==> config.mk <==
export PLATFORM = sky130hd
export DESIGN_NAME = prio_vec_regs
export DESIGN_NICKNAME = d
export VERILOG_FILES = /design/src/logic/prio_vec_pkg.sv /design/src/logic/prio_byte_reg.sv /design/src/logic/prio_vec_regs.sv
export VERILOG_INCLUDE_DIRS = /design/src /design/src/logic
export SDC_FILE = /design/constraint.sdc
export NUM_CORES = 1
export LEC_CHECK = 0
export BUFFER_PORTS_ARGS = -buffer_cell sky130_fd_sc_hd__buf_2
export CAP_MARGIN = 20
export CORE_UTILIZATION = 50
export CTS_CLUSTER_DIAMETER = 30
export CTS_CLUSTER_SIZE = 10
export DETAILED_ROUTE_END_ITERATION = 10
export GPL_TIMING_DRIVEN = 1
export HOLD_SLACK_MARGIN = 0.1
export PLACE_DENSITY = 0.88
export SYNTH_ARGS = -nofsm -noshare
export SYNTH_HDL_FRONTEND = slang
export SYNTH_SLANG_ARGS = --single-unit
==> constraint.sdc <==
create_clock -name i_clock -period 2.66 [get_ports i_clock]
set_clock_uncertainty 0.05 [all_clocks]
set_input_delay 0.133 -clock i_clock [delete_from_list [all_inputs] [get_ports i_clock]]
set_output_delay 0.133 -clock i_clock [all_outputs]
set_load 0.01 [all_outputs]
==> src/logic/prio_vec_map.svh <==
// register offsets, field layout, reset values for priority/vector regs
`ifndef PRIO_VEC_MAP_SVH
`define PRIO_VEC_MAP_SVH

`define PV_ADDR_W          4
`define PV_OFF_PRIO6       4'h0
`define PV_OFF_PRIO7       4'h1
`define PV_OFF_PRIO8       4'h2
`define PV_OFF_PRIO9       4'h3
`define PV_OFF_PRIO10      4'h4
`define PV_OFF_BASE_UPPER  4'h5
`define PV_OFF_BASE_HIGH   4'h6
`define PV_OFF_BASE_LOW    4'h7
`define PV_OFF_ADDR_UPPER  4'h8
`define PV_OFF_ADDR_HIGH   4'h9
`define PV_OFF_ADDR_LOW    4'ha

`define PV_MASK_PRIO6      8'hff
`define PV_MASK_PRIO7      8'h3b
`define PV_MASK_PRIO8      8'hc0
`define PV_MASK_PRIO9      8'h0f
`define PV_MASK_PRIO10     8'h03
`define PV_MASK_UPPER      8'h1f

`define PV_RST_PRIO6       8'hff
`define PV_RST_PRIO7       8'h3b
`define PV_RST_PRIO8       8'hc0
`define PV_RST_PRIO9       8'h0f
`define PV_RST_PRIO10      8'h00
`define PV_RST_BASE        21'h000008
`define PV_RST_VADDR       21'h000008

`define PV_VEC_IDX_W       8
`define PV_VEC_SHIFT       1

`endif

==> src/logic/prio_vec_pkg.sv <==
// types shared by the priority and vector register block
package prio_vec_pkg;
  typedef struct packed {
    logic [3:0] addr;
    logic [7:0] wdata;
    logic       wr;
    logic       rd;
  } reg_req_t;

  typedef struct packed {
    logic       valid;
    logic [7:0] index;
  } vec_req_t;

  typedef enum logic {
    prio_low  = 1'b0,
    prio_high = 1'b1
  } prio_level_t;
endpackage

==> src/logic/prio_byte_reg.sv <==
// one 8-bit register with per-bit implemented mask and reset value
`timescale 1ns/1ps
module prio_byte_reg #(
  parameter logic [7:0] MASK  = 8'hff,
  parameter logic [7:0] RESET = 8'h00
) (
  input  wire logic       i_clock,
  input  wire logic       i_rst_n,
  input  wire logic       i_we,
  input  wire logic [7:0] i_wdata,
  output logic      [7:0] o_value
);
  logic [7:0] value_reg;
  logic [7:0] value_next;

  // unimplemented bits stay zero whatever is written
  always_comb
  begin
    value_next = value_reg;
    if (i_we)
    begin
      value_next = i_wdata & MASK;
    end
  end

  // one reset value for every reset source
  always_ff @(posedge i_clock or negedge i_rst_n)
  begin
    if (!i_rst_n)
    begin
      value_reg <= RESET & MASK;
    end
    else
    begin
      value_reg <= value_next;
    end
  end

  assign o_value = value_reg;
endmodule

==> src/logic/prio_vec_regs.sv <==
// interrupt priority registers 6..10 plus vector table base and address
// Function
// - priority 6: eight read/write priority bits
// - priority 7: bits 5,4,3,1,0 implemented
// - priority 8: only bits 7 and 6
// - priority 9: bits 3..0 implemented
// - priority 10: bits 1,0, reset low
// - unimplemented bits read as zero
// - 21-bit base split over three registers
// - base resets to 0x000008
// - read-only 21-bit vector address
// - vector address resets to 0x000008
// - same reset value for every reset
// - lock bit blocks base register writes
`timescale 1ns/1ps
`include "prio_vec_map.svh"
module prio_vec_regs #(
  parameter int VEC_SHIFT = `PV_VEC_SHIFT
) (
  input  wire logic                      i_clock,
  input  wire logic                      i_rst_n,
  input  wire logic [`PV_ADDR_W-1:0]     i_addr,
  input  wire logic [7:0]                i_wdata,
  input  wire logic                      i_wr,
  input  wire logic                      i_rd,
  input  wire logic                      i_table_lock_bit,
  input  wire logic                      i_vec_valid,
  input  wire logic [`PV_VEC_IDX_W-1:0]  i_vec_index,
  output logic      [7:0]                o_rdata,
  output logic      [7:0]                o_prio6,
  output logic      [7:0]                o_prio7,
  output logic      [7:0]                o_prio8,
  output logic      [7:0]                o_prio9,
  output logic      [7:0]                o_prio10,
  output logic      [20:0]               o_vector_base,
  output logic      [20:0]               o_vector_addr
);
  // bus side: a register index on i_addr with a one-cycle write or
  // read strobe; writes land at the strobe edge, and read data are
  // registered, standing only in the cycle after the read strobe and
  // reading zero otherwise, so several slaves can share an or-ed bus
  // dispatch side: the controller pulses i_vec_valid with the vector
  // number; the computed address lands one cycle later and holds
  // limitation: a base write in the same cycle as a dispatch is not
  // seen by that dispatch, which still adds the old base
  // the lock level comes from a lock register kept elsewhere; the
  // sequence that guards it is not handled here
  // unimplemented priority bits never store a one, so the arbiter
  // downstream sees a clean zero in every hole
  prio_vec_pkg::reg_req_t req;
  prio_vec_pkg::vec_req_t vreq;
  logic [7:0]  prio_val [5];
  logic [20:0] base_reg;
  logic [20:0] base_next;
  logic [20:0] vaddr_reg;
  logic [20:0] vaddr_next;
  logic [7:0]  rdata_reg;
  logic [7:0]  rdata_next;
  logic [20:0] vec_offset;

  // priority selects by source; 1 steers the source to high priority
  typedef prio_vec_pkg::prio_level_t level_t;
  level_t      timer3_gate_prio;
  level_t      timer3_prio;
  level_t      uart2_general_prio;
  level_t      uart2_framing_err_prio;
  level_t      uart2_transmit_prio;
  level_t      uart2_receive_prio;
  level_t      i2c2_error_prio;
  level_t      i2c2_general_prio;
  level_t      ext_irq2_prio;
  level_t      logic_cell2_prio;
  level_t      wavegen2_prio;
  level_t      capcomp2_prio;
  level_t      timer4_prio;
  level_t      timer5_gate_prio;
  level_t      timer5_prio;
  level_t      logic_cell3_prio;
  level_t      wavegen3_prio;
  level_t      capcomp3_prio;
  level_t      timer6_prio;
  level_t      logic_cell4_prio;
  level_t      capcomp4_prio;
  logic [7:0]  prio_view [5];

  // bundle the bus and dispatch inputs
  assign req  = '{addr: i_addr, wdata: i_wdata, wr: i_wr, rd: i_rd};
  assign vreq = '{valid: i_vec_valid, index: i_vec_index};

  // priority registers, each with its own implemented mask
  prio_byte_reg #(.MASK(`PV_MASK_PRIO6), .RESET(`PV_RST_PRIO6)) u_prio6 (
    .i_clock (i_clock),
    .i_rst_n (i_rst_n),
    .i_we    (req.wr && req.addr == `PV_OFF_PRIO6),
    .i_wdata (req.wdata),
    .o_value (prio_val[0])
  );
  prio_byte_reg #(.MASK(`PV_MASK_PRIO7), .RESET(`PV_RST_PRIO7)) u_prio7 (
    .i_clock (i_clock),
    .i_rst_n (i_rst_n),
    .i_we    (req.wr && req.addr == `PV_OFF_PRIO7),
    .i_wdata (req.wdata),
    .o_value (prio_val[1])
  );
  prio_byte_reg #(.MASK(`PV_MASK_PRIO8), .RESET(`PV_RST_PRIO8)) u_prio8 (
    .i_clock (i_clock),
    .i_rst_n (i_rst_n),
    .i_we    (req.wr && req.addr == `PV_OFF_PRIO8),
    .i_wdata (req.wdata),
    .o_value (prio_val[2])
  );
  prio_byte_reg #(.MASK(`PV_MASK_PRIO9), .RESET(`PV_RST_PRIO9)) u_prio9 (
    .i_clock (i_clock),
    .i_rst_n (i_rst_n),
    .i_we    (req.wr && req.addr == `PV_OFF_PRIO9),
    .i_wdata (req.wdata),
    .o_value (prio_val[3])
  );
  prio_byte_reg #(.MASK(`PV_MASK_PRIO10), .RESET(`PV_RST_PRIO10)) u_prio10 (
    .i_clock (i_clock),
    .i_rst_n (i_rst_n),
    .i_we    (req.wr && req.addr == `PV_OFF_PRIO10),
    .i_wdata (req.wdata),
    .o_value (prio_val[4])
  );

  // name each implemented bit after the source it steers
  assign timer3_gate_prio       = level_t'(prio_val[0][7]);
  assign timer3_prio            = level_t'(prio_val[0][6]);
  assign uart2_general_prio     = level_t'(prio_val[0][5]);
  assign uart2_framing_err_prio = level_t'(prio_val[0][4]);
  assign uart2_transmit_prio    = level_t'(prio_val[0][3]);
  assign uart2_receive_prio     = level_t'(prio_val[0][2]);
  assign i2c2_error_prio        = level_t'(prio_val[0][1]);
  assign i2c2_general_prio      = level_t'(prio_val[0][0]);

  // priority 7 has holes at bits 7, 6 and 2
  assign ext_irq2_prio          = level_t'(prio_val[1][5]);
  assign logic_cell2_prio       = level_t'(prio_val[1][4]);
  assign wavegen2_prio          = level_t'(prio_val[1][3]);
  assign capcomp2_prio          = level_t'(prio_val[1][1]);
  assign timer4_prio            = level_t'(prio_val[1][0]);

  // priority 8 keeps only its two top bits
  assign timer5_gate_prio       = level_t'(prio_val[2][7]);
  assign timer5_prio            = level_t'(prio_val[2][6]);

  // priority 9 keeps only its low nibble
  assign logic_cell3_prio       = level_t'(prio_val[3][3]);
  assign wavegen3_prio          = level_t'(prio_val[3][2]);
  assign capcomp3_prio          = level_t'(prio_val[3][1]);
  assign timer6_prio            = level_t'(prio_val[3][0]);

  // priority 10 bits come out of reset low, unlike the rest
  assign logic_cell4_prio       = level_t'(prio_val[4][1]);
  assign capcomp4_prio          = level_t'(prio_val[4][0]);

  // read views rebuilt from the named selects with the holes tied low;
  // the outputs come straight from the masked registers instead, so a
  // slip in a mask constant shows up as a mismatch between the two
  // paths rather than hiding in both
  assign prio_view[0] = {
    timer3_gate_prio,
    timer3_prio,
    uart2_general_prio,
    uart2_framing_err_prio,
    uart2_transmit_prio,
    uart2_receive_prio,
    i2c2_error_prio,
    i2c2_general_prio
  };

  assign prio_view[1] = {
    2'h0,
    ext_irq2_prio,
    logic_cell2_prio,
    wavegen2_prio,
    1'h0,
    capcomp2_prio,
    timer4_prio
  };

  assign prio_view[2] = {
    timer5_gate_prio,
    timer5_prio,
    6'h00
  };

  assign prio_view[3] = {
    4'h0,
    logic_cell3_prio,
    wavegen3_prio,
    capcomp3_prio,
    timer6_prio
  };

  assign prio_view[4] = {
    6'h00,
    logic_cell4_prio,
    capcomp4_prio
  };

  // base register: writable byte by byte unless the table is locked
  always_comb
  begin
    base_next = base_reg;
    if (req.wr && !i_table_lock_bit)
    begin
      unique case (req.addr)
        `PV_OFF_BASE_UPPER: base_next[20:16] = req.wdata[4:0];
        `PV_OFF_BASE_HIGH:  base_next[15:8]  = req.wdata;
        `PV_OFF_BASE_LOW:   base_next[7:0]   = req.wdata;
        default:            base_next = base_reg;
      endcase
    end
  end

  // word offset of the vector inside the table
  assign vec_offset = 21'(vreq.index) << VEC_SHIFT;

  // address tracks the dispatch; bus writes never reach it
  always_comb
  begin
    vaddr_next = vaddr_reg;
    if (vreq.valid)
    begin
      vaddr_next = base_reg + vec_offset;
    end
  end

  // read mux, registered so data stand one cycle after the strobe
  always_comb
  begin
    rdata_next = 8'h00;
    if (req.rd)
    begin
      unique case (req.addr)
        `PV_OFF_PRIO6:      rdata_next = prio_view[0];
        `PV_OFF_PRIO7:      rdata_next = prio_view[1];
        `PV_OFF_PRIO8:      rdata_next = prio_view[2];
        `PV_OFF_PRIO9:      rdata_next = prio_view[3];
        `PV_OFF_PRIO10:     rdata_next = prio_view[4];
        `PV_OFF_BASE_UPPER: rdata_next = {3'h0, base_reg[20:16]};
        `PV_OFF_BASE_HIGH:  rdata_next = base_reg[15:8];
        `PV_OFF_BASE_LOW:   rdata_next = base_reg[7:0];
        `PV_OFF_ADDR_UPPER: rdata_next = {3'h0, vaddr_reg[20:16]};
        `PV_OFF_ADDR_HIGH:  rdata_next = vaddr_reg[15:8];
        `PV_OFF_ADDR_LOW:   rdata_next = vaddr_reg[7:0];
        default:            rdata_next = 8'h00; // unmapped reads zero
      endcase
    end
  end

  // base state; reset value does not depend on reset cause
  always_ff @(posedge i_clock or negedge i_rst_n)
  begin
    if (!i_rst_n)
    begin
      base_reg <= `PV_RST_BASE;
    end
    else
    begin
      base_reg <= base_next;
    end
  end

  // dispatched address state
  always_ff @(posedge i_clock or negedge i_rst_n)
  begin
    if (!i_rst_n)
    begin
      vaddr_reg <= `PV_RST_VADDR;
    end
    else
    begin
      vaddr_reg <= vaddr_next;
    end
  end

  // read data state; cleared so an idle bus reads zero
  always_ff @(posedge i_clock or negedge i_rst_n)
  begin
    if (!i_rst_n)
    begin
      rdata_reg <= 8'h00;
    end
    else
    begin
      rdata_reg <= rdata_next;
    end
  end

  // outputs straight from the registers
  assign o_rdata       = rdata_reg;
  assign o_prio6       = prio_val[0];
  assign o_prio7       = prio_val[1];
  assign o_prio8       = prio_val[2];
  assign o_prio9       = prio_val[3];
  assign o_prio10      = prio_val[4];
  assign o_vector_base = base_reg;
  assign o_vector_addr = vaddr_reg;
endmodule

Word-level counts from Yosys, hierarchy flattened
Cells that the tools add are included.
{ "word_totals": {"out_inout_bits": 90, "input_bits": 26, "ff_bits": 71, "wordCells": 34} }
{ "op_classes": {"n_eq_ne": 10, "mux": 2, "add_sub_neg": 1, "reduce_logical": 11} }
{ "ops": {"columns": ["op", "count"], "rows": [
  ["one-hot mux 8 bit (11 select lines)", 1],
  ["adder 21 x 9 -> 21 bit", 1],
  ["equality test 4 x 3 -> 1 bit, second input constant", 4],
  ["equality test 4 bit, second input constant", 3],
  ["equality test 4 x 2 -> 1 bit, second input constant", 2],
  ["two-way mux 8 bit", 1],
  ["logical AND 1 bit", 6],
  ["AND reduction 2 bit", 3],
  ["equality test 4 x 1 -> 1 bit, second input constant", 1],
  ["logical NOT 4 bit", 1],
  ["logical NOT 1 bit", 1]
]} }

Logic depth before layout (Yosys ltp)
{ "logic_depth": {"depth_word": 3, "mapped_depth": 8, "ltp_nobuf": 7} }

Hierarchy
A second synthesis with hierarchy kept.
{ "unflattened": {"hier_cells": 370, "hier_area_um2": 4090.2} }
{ "modules_own_cells": {"columns": ["mod", "instances", "cells_per_inst", "area_per_inst_um2", "seq_area_each_um2"], "rows": [
  ["prio_vec_regs", 1, 304, 3105.5, 1253.7],
  ["prio_byte_reg (u_prio6)", 1, 17, 341.6, 210.2],
  ["prio_byte_reg (u_prio7)", 1, 14, 214.0, 131.4],
  ["prio_byte_reg (u_prio9)", 1, 13, 183.9, 105.1],
  ["prio_byte_reg (u_prio8)", 1, 11, 123.9, 52.6],
  ["prio_byte_reg (u_prio10)", 1, 11, 121.4, 50.0]
]} }

Worst setup path before layout
OpenSTA, ideal clock, no wires.
{ "synth_timing": {"path_kind": "flip-flop to flip-flop", "startpoint": "register base_reg[1] (netlist: o_vector_base[1])", "endpoint": "register vaddr_reg[9] (netlist: o_vector_addr[9])", "required_time_ps": 2515, "setup_slack_ps": 631, "path_buffers": 1, "setup_ps": 95, "t_arrival_ps": 1884, "period_less_slack_ps": 2029, "path_stages_with_launch": 9, "path_cell_list": "dfrtp_1 -> ha_1 -> inv_1 -> fa_1 -> nand2b_1 -> a211oi_2 -> buf_2 -> nor3_1 -> o31ai_1"} }
{ "synth_between": {"elab_chain_cells": 1} }
{ "synth_rtl": {"columns": ["element", "line", "source"], "rows": [
  ["start, declared", "prio_vec_regs.sv:53", "logic [20:0] base_reg;"],
  ["start signal, assigned", "prio_vec_regs.sv:259", "base_reg <= `PV_RST_BASE;"],
  ["start signal, assigned", "prio_vec_regs.sv:263", "base_reg <= base_next;"],
  ["adder 21 x 9 -> 21 bit", "prio_vec_regs.sv:227", "vaddr_next = base_reg + vec_offset;"],
  ["end signal, assigned", "prio_vec_regs.sv:272", "vaddr_reg <= `PV_RST_VADDR;"],
  ["end signal, assigned", "prio_vec_regs.sv:276", "vaddr_reg <= vaddr_next;"],
  ["end, declared", "prio_vec_regs.sv:55", "logic [20:0] vaddr_reg;"]
]} }
Every way passes these cells.
A chain may end at the register's enable or synchronous reset.

Worst setup path in the final report
Ends and elaborated chain as after synthesis.

==> impl_metrics.csv <==
group,metric,value,unit
status,run_status,"complete, no violations",
sta,period_share,0.7984,
setup_path,path_cells,"ha_1, inv_1, fa_1, nand2b_1, a211oi_2, buf_4, nor3_1, o31ai_1",
floorplanning,num_rows,33,
cells_and_area,seqCellArea,1803,sq um
setup_path,path_buf_inv,2,
global_routing,grt_antenna_before_repair,0,
placed_design,place_congestion,0.9628,
setup_path,startpoint_type,"register",
sta,maxSlewHeadroom,0.4730,
floorplanning,die_w,94.43,um
flow_run,cap_violations,0,
setup_path,critPathArrivalTime,2340,ps
setup_path,r2r_start,"o_vector_base[1]$_DFFE_PN0P_",
synth,yosysWarningCount,0,
floorplanning,die-area,8917,sq um
cells_and_area,num_antenna_cells,0,
cts,clk_latency,360,ps
global_routing,grt_pass1_wl,18840,um
setup_path,required,2880,ps
routing,drt_pass1_iterations,6,
synth,syn_area,4272,sq um
sta,finalHoldViolCount,0,
floorplanning,coreArea,8258,sq um
routing,drt_iter0_drc,393,
cts,cts_root_buf,"clkbuf_8",
power_and_ir_drop,ir_drop,0.0004572,V
routing,drt_wl_total,12120,um
min_path,min_path_type,"primary input to register",
routing,via_count,3827,
sta,period_needed,2124,ps
setup_path,crit_type,"register to register",
placed_design,io_buffers,96,
synth,syn_avg_cell_area,10.27,sq um
setup_path,max_stage_delay,410,ps
synth,ys_async_sr_fraction,1.000,
cells_and_area,multi_input_area,2231,sq um
routing,antenna_left,0,
synth,synth_seq_cells,71,
global_routing,grt.total_usage,0.2846,
cells_and_area,design_area,5040,sq um
placed_design,dpl-instance-area,4737,sq um
cts,cts_buffer_depth,2,
cts,post-cts-setup-buffers,0,
cts,numCtsBuffers,9,
floorplanning,initial_core_util,0.5173,
setup_path,endpoint_kind,"register",
cells_and_area,area_growth,17.98,%
floorplanning,die_h,94.43,um
floorplanning,io_pins,116,
global_routing,grt_start_max_net_pins,37,
cells_and_area,fillers,677,
placed_design,dp_hpwl,8791,um
sta,worst_pin_slew,790.5,ps
sta,setup_violations,0,
routing,routedWlPerCell,19.54,um
global_routing,gr-total-overflow,0,
setup_path,cp_max_fo,12,
setup_path,cp_top_family,"adder cells",
power_and_ir_drop,power.density,762.8,nW/um^2
sta,finalSetupTns,0,ps
synth,synth_ff_type,"dfrtp_1",
min_path,min_from,"i_vec_index[0]",
sta,rsz0062_at_grt,"no",
synth,synth_cell_type_count,60,
cells_and_area,nets,545,
power_and_ir_drop,power.leakage,2.325,nW
sta,slew_violations,0,
routing,vias_per_cell,6.173,
routing,post-route-drc-count,0,
global_routing,grt_pass1_vias,3541,
cells_and_area,drive_gt1_frac,0.3883,
cts,clkTransAtPathRegs,80,ps
synth,syn_inst,416,
cts,cts_sinks,71,
sta,fmax,470.9,MHz
setup_path,slowest_stage,"dfrtp_1",
setup_path,cp-startpoint,"o_vector_base[1]$_DFFE_PN0P_",
cts,h-tree-depth,3,
synth,seq_area_frac_synth,0.4221,
cts,cts_tree,"done",
synth,synth_edf_count,0,
through the flow:
stage	hold WS [ps]	power [mW]	utilization	instances	setup slack, ps
6_report	112.9	3.844	0.6103	620	536.3
3_3_place_gp	196.8	2.802	0.5736	596	665.2
2_1_floorplan	-212.6	2.338	-	434	630.9
4_1_cts	105.4	3.836	0.6103	620	553.3
5_1_grt	102.0	4.039	0.6103	620	403.6
3_5_place_dp	210.5	2.849	0.5736	596	580.9
Yosys cell counts, types with 3 or more instances:
cell	number	area share
o21a_1	5	0.0088
dfstp_2	21	0.13
a22o_1	3	0.0062
nor2_1	8	0.0070
clkbuf_1	7	0.0062
dfrtp_1	50	0.29
a31oi_1	7	0.010
xnor2_1	3	0.0062
a21oi_1	24	0.028
and3_1	8	0.012
nand2b_1	3	0.0044
nor3b_1	3	0.0053
a21o_1	5	0.0088
inv_1	11	0.0097
o21ai_0	13	0.015
nor3_1	12	0.014
ha_1	8	0.023
mux2i_1	4	0.0094
o2111ai_1	6	0.012
nand3_1	18	0.021
nand4b_1	3	0.0062
nand2_1	29	0.025
buf_4	22	0.039
nand3b_1	5	0.0088
and4b_1	4	0.0094
a2bb2oi_1	4	0.0082
o32a_1	3	0.0070
buf_2	13	0.015
o31ai_1	4	0.0070
mux2_2	54	0.14
o211ai_1	6	0.011
nor2b_1	5	0.0073
or3_1	5	0.0073
report_power, final:
part           leakage [nW]  switching, mW  internal [mW]
combinational          1.36          0.615          0.536
clock                 0.110          0.427          0.556
sequential            0.855          0.328           1.38
total                  2.33           1.37           2.47
cells by family after synthesis:
logic type / synth area share
AO/OA/AOI/OAI: 0.1582
XOR/XNOR: 0.006152
adder cells (fa/ha/maj): 0.02812
buffers and inverters: 0.07147
flip-flops: 0.4221
multiplexers: 0.1517
other: 0.0008779
AND/OR/NAND/NOR: 0.1614
metal layers:
layer | vias up | part of all wire | global-route usage
met4 | 0 | 0.030 | 0.1295
met1 | 1832 | 0.40 | 0.3811
met3 | 35 | 0.096 | 0.04992
met2 | 261 | 0.47 | 0.4493
li1 | 1699 | - | -
met5 | - | 0 | 0
registers in the layout, summed over array words and instances (netlist names):
register and flops:
u_prio6.o_value 8, u_prio9.o_value 4, o_vector_addr 21, u_prio7.o_value 5
u_prio10.o_value 2, u_prio8.o_value 2, o_vector_base 21, o_rdata 8
worst min-delay path: stages:
cell,delay (ps)
buf_2,90
ha_1,120
mux2_2,140
final cells by class:
class	instances	area share
clock buffers	11	0.02805
clock inverters	5	0.01614
inverters	11	0.008193
multi-input cells	308	0.4427
flip-flops and latches	71	0.3577
well taps	105	0.02607
repair buffers	109	0.1212
layout by cell type, fill, tap and decap left out, types with 6 or more instances in the layout:
cell and instances:
ha_1 8, a31oi_1 7, o211ai_1 6, dfrtp_1 50
nand3_1 18, mux2_2 54, o21ai_0 13, nor2_1 8
conb_1 19, and3_1 8, a21oi_1 24, nand2_1 29
clkbuf_8 10, dfstp_2 21, dlygate4sd3_1 8, nor3_1 12
o2111ai_1 6, buf_2 96, inv_1 11
worst paths after layout:
kind / end / slack, ps / cells past startpoint
worst max-delay path: o_vector_addr[9]$_DFFE_PN0P_ / 540 / 8
worst min-delay path: o_vector_addr[1]$_DFFE_PN0P_ / 110 / 3
worst max register to register: o_vector_addr[9]$_DFFE_PN0P_ / 540 / 8
worst min register to register: u_prio10.o_value[1]$_DFFE_PN0P_ / 500 / 1
max in group asynchronous: u_prio6.o_value[0]$_DFFE_PN1P_ / 1450 / 3
min in group asynchronous: o_vector_addr[4]$_DFFE_PN0P_ / 360 / 2
what timing repair did:
action	CTS	global route
hold buffers	8	0
gates resized for setup	0	0
hold endpoints to repair	49	0
(Power assumes the default switching activity.)
